===== src/phr_params.svh =====
`ifndef PHR_PARAMS_SVH
`define PHR_PARAMS_SVH
// Register byte offsets; each 64-bit register spans two 32-bit words.
`define PHR_OFF_BASE_LO   12'h070
`define PHR_OFF_BASE_HI   12'h074
`define PHR_OFF_LIMIT_LO  12'h078
`define PHR_OFF_LIMIT_HI  12'h07C
`define PHR_OFF_CTRL      12'h0C0
`define PHR_OFF_STAT      12'h0C4
// Control register fields.
`define PHR_CTRL_EN_BIT   0
// Status register fields.
`define PHR_STAT_PRS_BIT  0
`define PHR_STAT_SUP_BIT  1
`define PHR_STAT_ON_BIT   2
`define PHR_STAT_BLK_BIT  3
// Reset values.
`define PHR_RST_WORD      32'h0000_0000
`define PHR_RST_REG       64'h0000_0000_0000_0000
`define PHR_ADDR_BITS     12
`endif


===== src/phr_pkg.sv =====
package phr_pkg;
  typedef struct packed {
    logic        valid;
    logic [63:0] addr;
  } phr_dma_req_t;
  typedef struct packed {
    logic        valid;
    logic        blocked;
  } phr_dma_rsp_t;
  typedef enum logic [2:0] {
    PHR_IDLE   = 3'b001,
    PHR_ACCESS = 3'b010,
    PHR_DONE   = 3'b100
  } phr_bus_state_t;
endpackage


===== src/phr_high_region.sv =====
`timescale 1ns/10ps
`include "phr_params.svh"
module phr_high_region #(
  parameter int HAW_BITS  = 48,
  parameter int RSVD_BITS = 20,
  parameter bit SUPPORTED = 1'b1
) (
  // Clock and reset
  input  wire logic                  pclk,
  input  wire logic                  presetn,
  // APB slave
  input  wire logic                  psel,
  input  wire logic                  penable,
  input  wire logic                  pwrite,
  input  wire logic [11:0]           paddr,
  input  wire logic [31:0]           pwdata,
  output logic      [31:0]           prdata,
  output logic                       pready,
  output logic                       pslverr,
  // DMA request check
  input  wire phr_pkg::phr_dma_req_t dma_req,
  output phr_pkg::phr_dma_rsp_t      dma_rsp,
  // Protection state
  output logic                       protect_active
);
  import phr_pkg::*;

  // Limitations: only the high region is kept here, and a refused write leaves
  // no trace but the unchanged read-back. Software that needs to know whether a
  // write landed must read the word back.

  // Elaboration checks: the region must be able to reach above 4GB, and at
  // least one reserved low bit must exist, or the granule decode collapses.
  generate
    if (HAW_BITS < 33 || HAW_BITS > 64) begin : g_bad_haw
      $error("HAW_BITS must lie in 33..64");
    end
    if (RSVD_BITS < 1 || RSVD_BITS >= HAW_BITS) begin : g_bad_rsvd
      $error("RSVD_BITS must lie in 1..HAW_BITS-1");
    end
  endgenerate

  // Bits kept in flops: between the reserved low bits and the address width.
  function automatic logic [63:0] impl_mask();
    logic [63:0] m;
    m = '0;
    for (int i = 0; i < 64; i++) begin
      if (i > RSVD_BITS - 1 && i < HAW_BITS)
        m[i] = 1'b1;
    end
    return m;
  endfunction

  function automatic logic [63:0] low_ones();
    logic [63:0] m;
    m = '0;
    for (int i = 0; i < 64; i++) begin
      if (i < RSVD_BITS)
        m[i] = 1'b1;
    end
    return m;
  endfunction

  localparam logic [63:0] IMPL_MASK = impl_mask();
  localparam logic [63:0] LOW_ONES  = low_ones();
  // Every address bit below the address width, reserved or not.
  localparam logic [63:0] ADDR_MASK = IMPL_MASK | LOW_ONES;

  logic [63:0]    high_region_base_reg;
  logic [63:0]    high_region_limit_reg;
  logic           protect_enable_reg;
  logic           protect_region_status;
  logic           block_seen;
  phr_bus_state_t bus_state;
  phr_bus_state_t next_bus_state;
  logic           setup_cyc;
  logic           wr_go;
  logic           rd_go;
  logic           wr_base_lo;
  logic           wr_base_hi;
  logic           wr_limit_lo;
  logic           wr_limit_hi;
  logic           wr_ctrl;
  logic           wr_stat;
  logic           wr_open;
  logic [63:0]    dma_addr;
  logic           hit_now;
  logic           reg_hit;
  logic [31:0]    next_prdata;
  logic           high_region_supported;
  logic [63:0]    dec_base;
  logic [63:0]    dec_limit;
  logic           region_on;
  logic           in_region;

  assign high_region_supported = SUPPORTED;

  function automatic logic addr_known(input logic [11:0] a);
    logic hit;
    case (a)
      `PHR_OFF_BASE_LO,
      `PHR_OFF_BASE_HI,
      `PHR_OFF_LIMIT_LO,
      `PHR_OFF_LIMIT_HI,
      `PHR_OFF_CTRL,
      `PHR_OFF_STAT: begin
        hit = 1'b1;
      end
      default: begin
        hit = 1'b0;
      end
    endcase
    return hit;
  endfunction

  // Inclusive window test shared by the response and the sticky record.
  function automatic logic in_window(input logic [63:0] a,
                                     input logic [63:0] lo,
                                     input logic [63:0] hi);
    return (a >= lo) && (a <= hi);
  endfunction

  // Merge one 32-bit word into a 64-bit register, keeping only implemented bits.
  function automatic logic [63:0] merge_word(input logic [63:0] cur,
                                            input logic        hi,
                                            input logic [31:0] w);
    logic [63:0] n;
    n = cur;
    if (hi)
      n[63:32] = w;
    else
      n[31:0] = w;
    return n & IMPL_MASK;
  endfunction

  // APB slave: setup, then one wait-free access cycle answered with pready.
  // A setup seen while an access is still being answered cannot come from a
  // legal master, so it is not taken.
  always_comb begin
    next_bus_state = PHR_IDLE;
    case (bus_state)
      PHR_IDLE: begin
        if (setup_cyc) begin
          next_bus_state = PHR_ACCESS;
        end
      end
      PHR_ACCESS: begin
        next_bus_state = PHR_DONE;
      end
      PHR_DONE: begin
        if (setup_cyc) begin
          next_bus_state = PHR_ACCESS;
        end
      end
      default: begin
        next_bus_state = PHR_IDLE;
      end
    endcase
  end

  always_ff @(posedge pclk or negedge presetn) begin
    if (!presetn) begin
      bus_state <= PHR_IDLE;
    end else begin
      bus_state <= next_bus_state;
    end
  end

  // The answer is computed in the setup cycle and shown with pready in access.
  assign setup_cyc = psel && !penable;
  assign reg_hit   = addr_known(paddr);
  assign wr_go     = psel && penable && pready && pwrite;
  assign rd_go     = setup_cyc && !pwrite;

  // One strobe per word, so the register processes carry no address decode.
  assign wr_base_lo  = wr_go && (paddr == `PHR_OFF_BASE_LO);
  assign wr_base_hi  = wr_go && (paddr == `PHR_OFF_BASE_HI);
  assign wr_limit_lo = wr_go && (paddr == `PHR_OFF_LIMIT_LO);
  assign wr_limit_hi = wr_go && (paddr == `PHR_OFF_LIMIT_HI);
  assign wr_ctrl     = wr_go && (paddr == `PHR_OFF_CTRL);
  assign wr_stat     = wr_go && (paddr == `PHR_OFF_STAT);
  // Base and limit writes while the status flag is set are dropped as a safety net, so a
  // misbehaving driver cannot move an armed region.
  assign wr_open     = high_region_supported && !protect_region_status;

  always_ff @(posedge pclk or negedge presetn) begin
    if (!presetn) begin
      pready  <= 1'b0;
      pslverr <= 1'b0;
    end else begin
      pready  <= next_bus_state == PHR_ACCESS;
      pslverr <= (next_bus_state == PHR_ACCESS) && !reg_hit;
    end
  end

  always_comb begin
    next_prdata = `PHR_RST_WORD;
    case (paddr)
      `PHR_OFF_BASE_LO:  next_prdata = high_region_base_reg[31:0];
      `PHR_OFF_BASE_HI:  next_prdata = high_region_base_reg[63:32];
      `PHR_OFF_LIMIT_LO: next_prdata = high_region_limit_reg[31:0];
      `PHR_OFF_LIMIT_HI: next_prdata = high_region_limit_reg[63:32];
      `PHR_OFF_CTRL:     next_prdata[`PHR_CTRL_EN_BIT] = protect_enable_reg;
      `PHR_OFF_STAT: begin
        next_prdata[`PHR_STAT_PRS_BIT] = protect_region_status;
        next_prdata[`PHR_STAT_SUP_BIT] = high_region_supported;
        next_prdata[`PHR_STAT_ON_BIT]  = region_on;
        next_prdata[`PHR_STAT_BLK_BIT] = block_seen;
      end
      default:           next_prdata = `PHR_RST_WORD;
    endcase
  end

  // Read data stands only in the access cycle and returns to zero after it,
  // so a stale word never looks like an answer to the next transfer.
  always_ff @(posedge pclk or negedge presetn) begin
    if (!presetn) begin
      prdata <= `PHR_RST_WORD;
    end else if (rd_go) begin
      prdata <= next_prdata;
    end else begin
      prdata <= `PHR_RST_WORD;
    end
  end

  // Base register; each half is written on its own word.
  always_ff @(posedge pclk or negedge presetn) begin
    if (!presetn) begin
      high_region_base_reg <= `PHR_RST_REG;
    end else if (wr_open) begin
      if (wr_base_lo) begin
        high_region_base_reg <= merge_word(high_region_base_reg, 1'b0, pwdata);
      end else if (wr_base_hi) begin
        high_region_base_reg <= merge_word(high_region_base_reg, 1'b1, pwdata);
      end
    end
  end

  // Limit register; the halves are independent, like the base.
  always_ff @(posedge pclk or negedge presetn) begin
    if (!presetn) begin
      high_region_limit_reg <= `PHR_RST_REG;
    end else if (wr_open) begin
      if (wr_limit_lo) begin
        high_region_limit_reg <= merge_word(high_region_limit_reg, 1'b0, pwdata);
      end else if (wr_limit_hi) begin
        high_region_limit_reg <= merge_word(high_region_limit_reg, 1'b1, pwdata);
      end
    end
  end

  // Protection enable, written by software once the region is set up.
  always_ff @(posedge pclk or negedge presetn) begin
    if (!presetn) begin
      protect_enable_reg <= 1'b0;
    end else if (wr_ctrl) begin
      protect_enable_reg <= pwdata[`PHR_CTRL_EN_BIT];
    end
  end

  // The status flag lags the enable by one cycle, so checks never start in the
  // same cycle as the write that arms them.
  always_ff @(posedge pclk or negedge presetn) begin
    if (!presetn) begin
      protect_region_status <= 1'b0;
    end else begin
      protect_region_status <= protect_enable_reg;
    end
  end

  // Decode: full 64-bit compare, so the region may sit on either side of 4GB.
  assign dec_base  = high_region_base_reg & ~LOW_ONES;
  assign dec_limit = high_region_limit_reg | LOW_ONES;
  assign region_on = high_region_supported &&
                     !(high_region_limit_reg < high_region_base_reg);
  // Address bits above the width never reach memory; dropping them before the
  // compare blocks aliases of the region rather than letting them through.
  assign dma_addr  = dma_req.addr & ADDR_MASK;
  assign in_region = in_window(dma_addr, dec_base, dec_limit);
  assign hit_now   = dma_req.valid && protect_region_status && region_on && in_region;

  // DMA check answered one cycle after the request.
  always_ff @(posedge pclk or negedge presetn) begin
    if (!presetn) begin
      dma_rsp <= '0;
    end else begin
      dma_rsp.valid   <= dma_req.valid;
      dma_rsp.blocked <= hit_now;
    end
  end

  // Sticky record of a blocked request; cleared by writing a one to PHR_STAT_BLK_BIT of the status word,
  // with a new block winning over the clear.
  always_ff @(posedge pclk or negedge presetn) begin
    if (!presetn) begin
      block_seen <= 1'b0;
    end else if (hit_now) begin
      block_seen <= 1'b1;
    end else if (wr_stat && pwdata[`PHR_STAT_BLK_BIT]) begin
      block_seen <= 1'b0;
    end
  end

  // Protection is reported active only while the flag is set and the window is
  // not empty.
  always_ff @(posedge pclk or negedge presetn) begin
    if (!presetn) begin
      protect_active <= 1'b0;
    end else begin
      protect_active <= protect_region_status && region_on;
    end
  end
endmodule


===== config.mk =====
export PLATFORM = sky130hd
export DESIGN_NAME = phr_high_region
export DESIGN_NICKNAME = d
export VERILOG_FILES = /design/src/phr_pkg.sv /design/src/phr_high_region.sv
export VERILOG_INCLUDE_DIRS = /design/src /design/src/src
export SDC_FILE = /design/constraint.sdc
export NUM_CORES = 1
export LEC_CHECK = 0
export ABC_AREA = 1
export BUFFER_PORTS_ARGS = -buffer_cell sky130_fd_sc_hd__buf_2
export CORE_MARGIN = 5
export CORE_UTILIZATION = 25
export CTS_CLUSTER_SIZE = 25
export DETAILED_ROUTE_END_ITERATION = 8
export MAX_ROUTING_LAYER = met4
export PLACE_DENSITY_LB_ADDON = 0.2
export SETUP_SLACK_MARGIN = 0.02
export SLEW_MARGIN = 10
export SYNTH_ARGS = -nofsm -noshare
export SYNTH_HDL_FRONTEND = slang
export SYNTH_SLANG_ARGS = --single-unit

===== constraint.sdc =====
create_clock -name pclk -period 2 [get_ports pclk]
set_clock_uncertainty 0.05 [all_clocks]
set_input_delay 0.4 -clock pclk [delete_from_list [all_inputs] [get_ports pclk]]
set_output_delay 0.4 -clock pclk [all_outputs]
set_load 0.01 [all_outputs]

==> key figures <==
Pwr
  – Lkg Pwr: 3.988 nW
  – Clock power share: 43.3%
  – Switching pwr: 1.037 mW
  – Power per cell area: 531.5 nW/um2
  – Switching share of power: 25.12%
  – Peak supply drop: 0.3035 mV
  – Logic pwr share: 9.3%
  – Internal power: 3.092 mW
  – Total power: 4.129 mW
  – Sequential Power Share: 47.4%

Drt
  – ANT nets after route: 0
  – Wire length on met2: 8.396 mm
  – Initial DRC count: 258
  – WL/cell: 14.38 um
  – TritonRoute pass-1 iters: 4
  – Vias/cell: 4.243
  – Routed wire length: 17.88 mm
  – Met3 Routed Length: 771 um
  – Residual DRC count: 0
  – Vias: 5274
  – Wl on met1: 8.469 mm
  – Top layer used by detailed routing: met4

STA
  – Post-Route Setup TNS: 0 ns
  – Fmax: 0.5490 GHz
  – Fin crit share: 91.08%
  – RSZ-0062 raised after global routing: true
  – Setup ws final: 0.1784 ns
  – Final Max Tran Viols: 0
  – Setup violators final: 0
  – Fin. Hold Viols: 0
  – Final min period: 1.822 ns

Global route
  – Number of global-route vias before repair: 5518
  – GR Overflow Total: 0
  – Initial antenna violation count: 2
  – Overall Global Routing Usage: 13.66%
  – Largest net degree at the start of global routing: 33
  – First-pass GRT wire length: 29.22 mm

Critical path
  – Setup crit start kind: register
  – Setup CP Type: reg2reg
  – R2R cell count: 10
  – Crit Path Max Fanout: 3
  – WP data required: 2.20 ns
  – Crit. End Element: register
  – WP data arrival: 2.02 ns

Clock tree
  – CTS tree: done
  – Root buf cell: clkbuf_16
  – CTS H-tree depth: 3
  – Clock buffer count from CTS: 9
  – Worst skew pair latency: 0.35 ns
  – Clock Tree Buf Depth: 2
  – Clock Pin Slew Worst Setup and Hold Paths: 0.07 ns
  – CTS Sinks: 96

Logic synthesis
  – Post-synthesis sequential area ratio: 39.08%
  – Count leader, synth: nand2_1
  – Post-synthesis register bit count: 96
  – Top post-synthesis cells by count: 192 x nand2_1, 119 x inv_1, 95 x dfrtp_1
  – Synth cell types: 40
  – Synth area leader: dfrtp_1
  – Cells after synthesis: 759
  – Mean Syn Cell Area: 8.102 um2
  – Post-Syn Nets: 957
  – Synth area leaders: dfrtp_1 39%, ha_1 17%, nand2_1 12%
  – Area share of the largest cell type after synthesis: 38.66%
  – Mapped Area: 6150 um2
  – Ys flop type: dfrtp_1
  – Post-synth EDFFs: 0
  – Async S/R FF share, synth: 100.0%
  – Syn. warnings: 0

Place
  – DP HPWL: 14.17 mm
  – PortBufs: 130
  – Place WS: 0.04459 ns
  – Placed cell count: 1220
  – Placer Congestion: 0.8159

Floorplanning
  – Initial core utilization: 25.36%
  – Core area: 24250 um2
  – # IOs: 151
  – Die extent in x: 166.8 um
  – DIE HEIGHT: 166.8 um
  – FP Rows: 57
  – Die area: 27840 um2

Finish
  – Fin nets: 1110
  – Share of layout cells above drive strength 1: 24.54%
  – Layout area overhead: 26.33%
  – Filler instances: 2669
  – Max reg flops: 29
  – Final cell count without fillers: 1243

Run
  – Max Cap Viol: 0

Hold path
  – Min-Delay Path Class: in2reg
  – Hold Crit Depth: 1

Run status
  – Status: completed
-- worst paths after layout --
path / startpoint / to / slack [ns]
max: high_region_base_reg[43] / prdata[2] / 0.18
min: dma_req[64] / dma_rsp[1] / 0.13
max reg2reg: high_region_base_reg[43] / prdata[2] / 0.18
min reg2reg: protect_enable_reg / protect_region_status / 0.33
max in group asynchronous: presetn / bus_state[0] / 0.84
min in group asynchronous: presetn / prdata[19] / 0.45
-- cell type report --
class / instances / area, um2 / area share [%]
clock inverters: 6 / 67.56 / 0.8697
multi-input cells: 523 / 3268 / 42.07
clock buffers: 10 / 229.0 / 2.947
well taps: 324 / 405.4 / 5.218
flip-flops and latches: 96 / 2405 / 30.96
repair buffers: 160 / 930.9 / 11.98
diodes: 2 / 5.005 / 0.06442
inverters: 122 / 457.9 / 5.895
-- layout by cell type, fill, tap and decap left out, types with 7 or more instances in the layout --
cell       Yosys  final
mux2_2         8      8
nand3_1       32     31
nand2_2        2      7
buf_4          5     26
nor2_1        52     43
nor2_2         1      9
buf_2          3    129
nand4_1       16     16
nand2_1      192    187
clkbuf_16      0      9
o21ai_0       40     40
dfrtp_1       95     94
a21oi_1       53     50
inv_1        119    119
ha_1          84     83
-- critical path, stage by stage (launching register included) --
cell     delay (ns)
dfrtp_1        0.38
inv_1          0.07
ha_1           0.32
a21oi_1        0.17
nand2_1        0.09
nand2_1        0.07
nand3_1        0.12
nor2_4         0.16
nand2_1        0.09
a21oi_2        0.14
nor2_1         0.05
-- per-stage QoR --
stage | cell area [um2] | util [%] | hold slack (ns)
6_report | 7769 | 32.04 | 0.1288
5_1_grt | 7769 | 32.04 | 0.1106
4_1_cts | 7654 | 31.56 | 0.1172
3_5_place_dp | 7347 | 30.30 | 0.2877
3_3_place_gp | 7347 | 30.30 | 0.2872
2_1_floorplan | 6150 | - | 0.05441
-- logic make-up after synthesis --
logic type | share of synthesized area, %
compound gates | 9.562
mux | 3.093
flops | 39.08
other cells | 0.06098
simple gates | 22.06
buf+inv | 9.054
fa+ha+maj | 17.09
-- power by group through the flow --
| stage | combinational [mW] | clock [mW] | sequential [mW] |
|---|---|---|---|
| 2_1_floorplan | 0.149 | 0 | 2.00 |
| 3_3_place_gp | 0.387 | 0 | 1.99 |
| 3_5_place_dp | 0.390 | 0 | 1.99 |
| 4_1_cts | 0.393 | 1.87 | 1.96 |
| 5_1_grt | 0.446 | 1.95 | 1.96 |
| 6_report | 0.384 | 1.79 | 1.96 |
-- routing by layer --
layer	vias to the layer above	GRT usage, %
li1	2758	-
met5	-	-
met1	2386	17.71
met4	0	3.344
met2	115	22.16
met3	15	2.536
-- timing repair --
action                                 in CTS  in global routing
endpoints found under the hold margin      19                  0
hold buffers                                1                  0
setup endpoints to repair                   0                  4
setup buffers                               0                  4
gates resized for setup                     0                 23
Note: power is estimated with default switching activity, not from simulation.
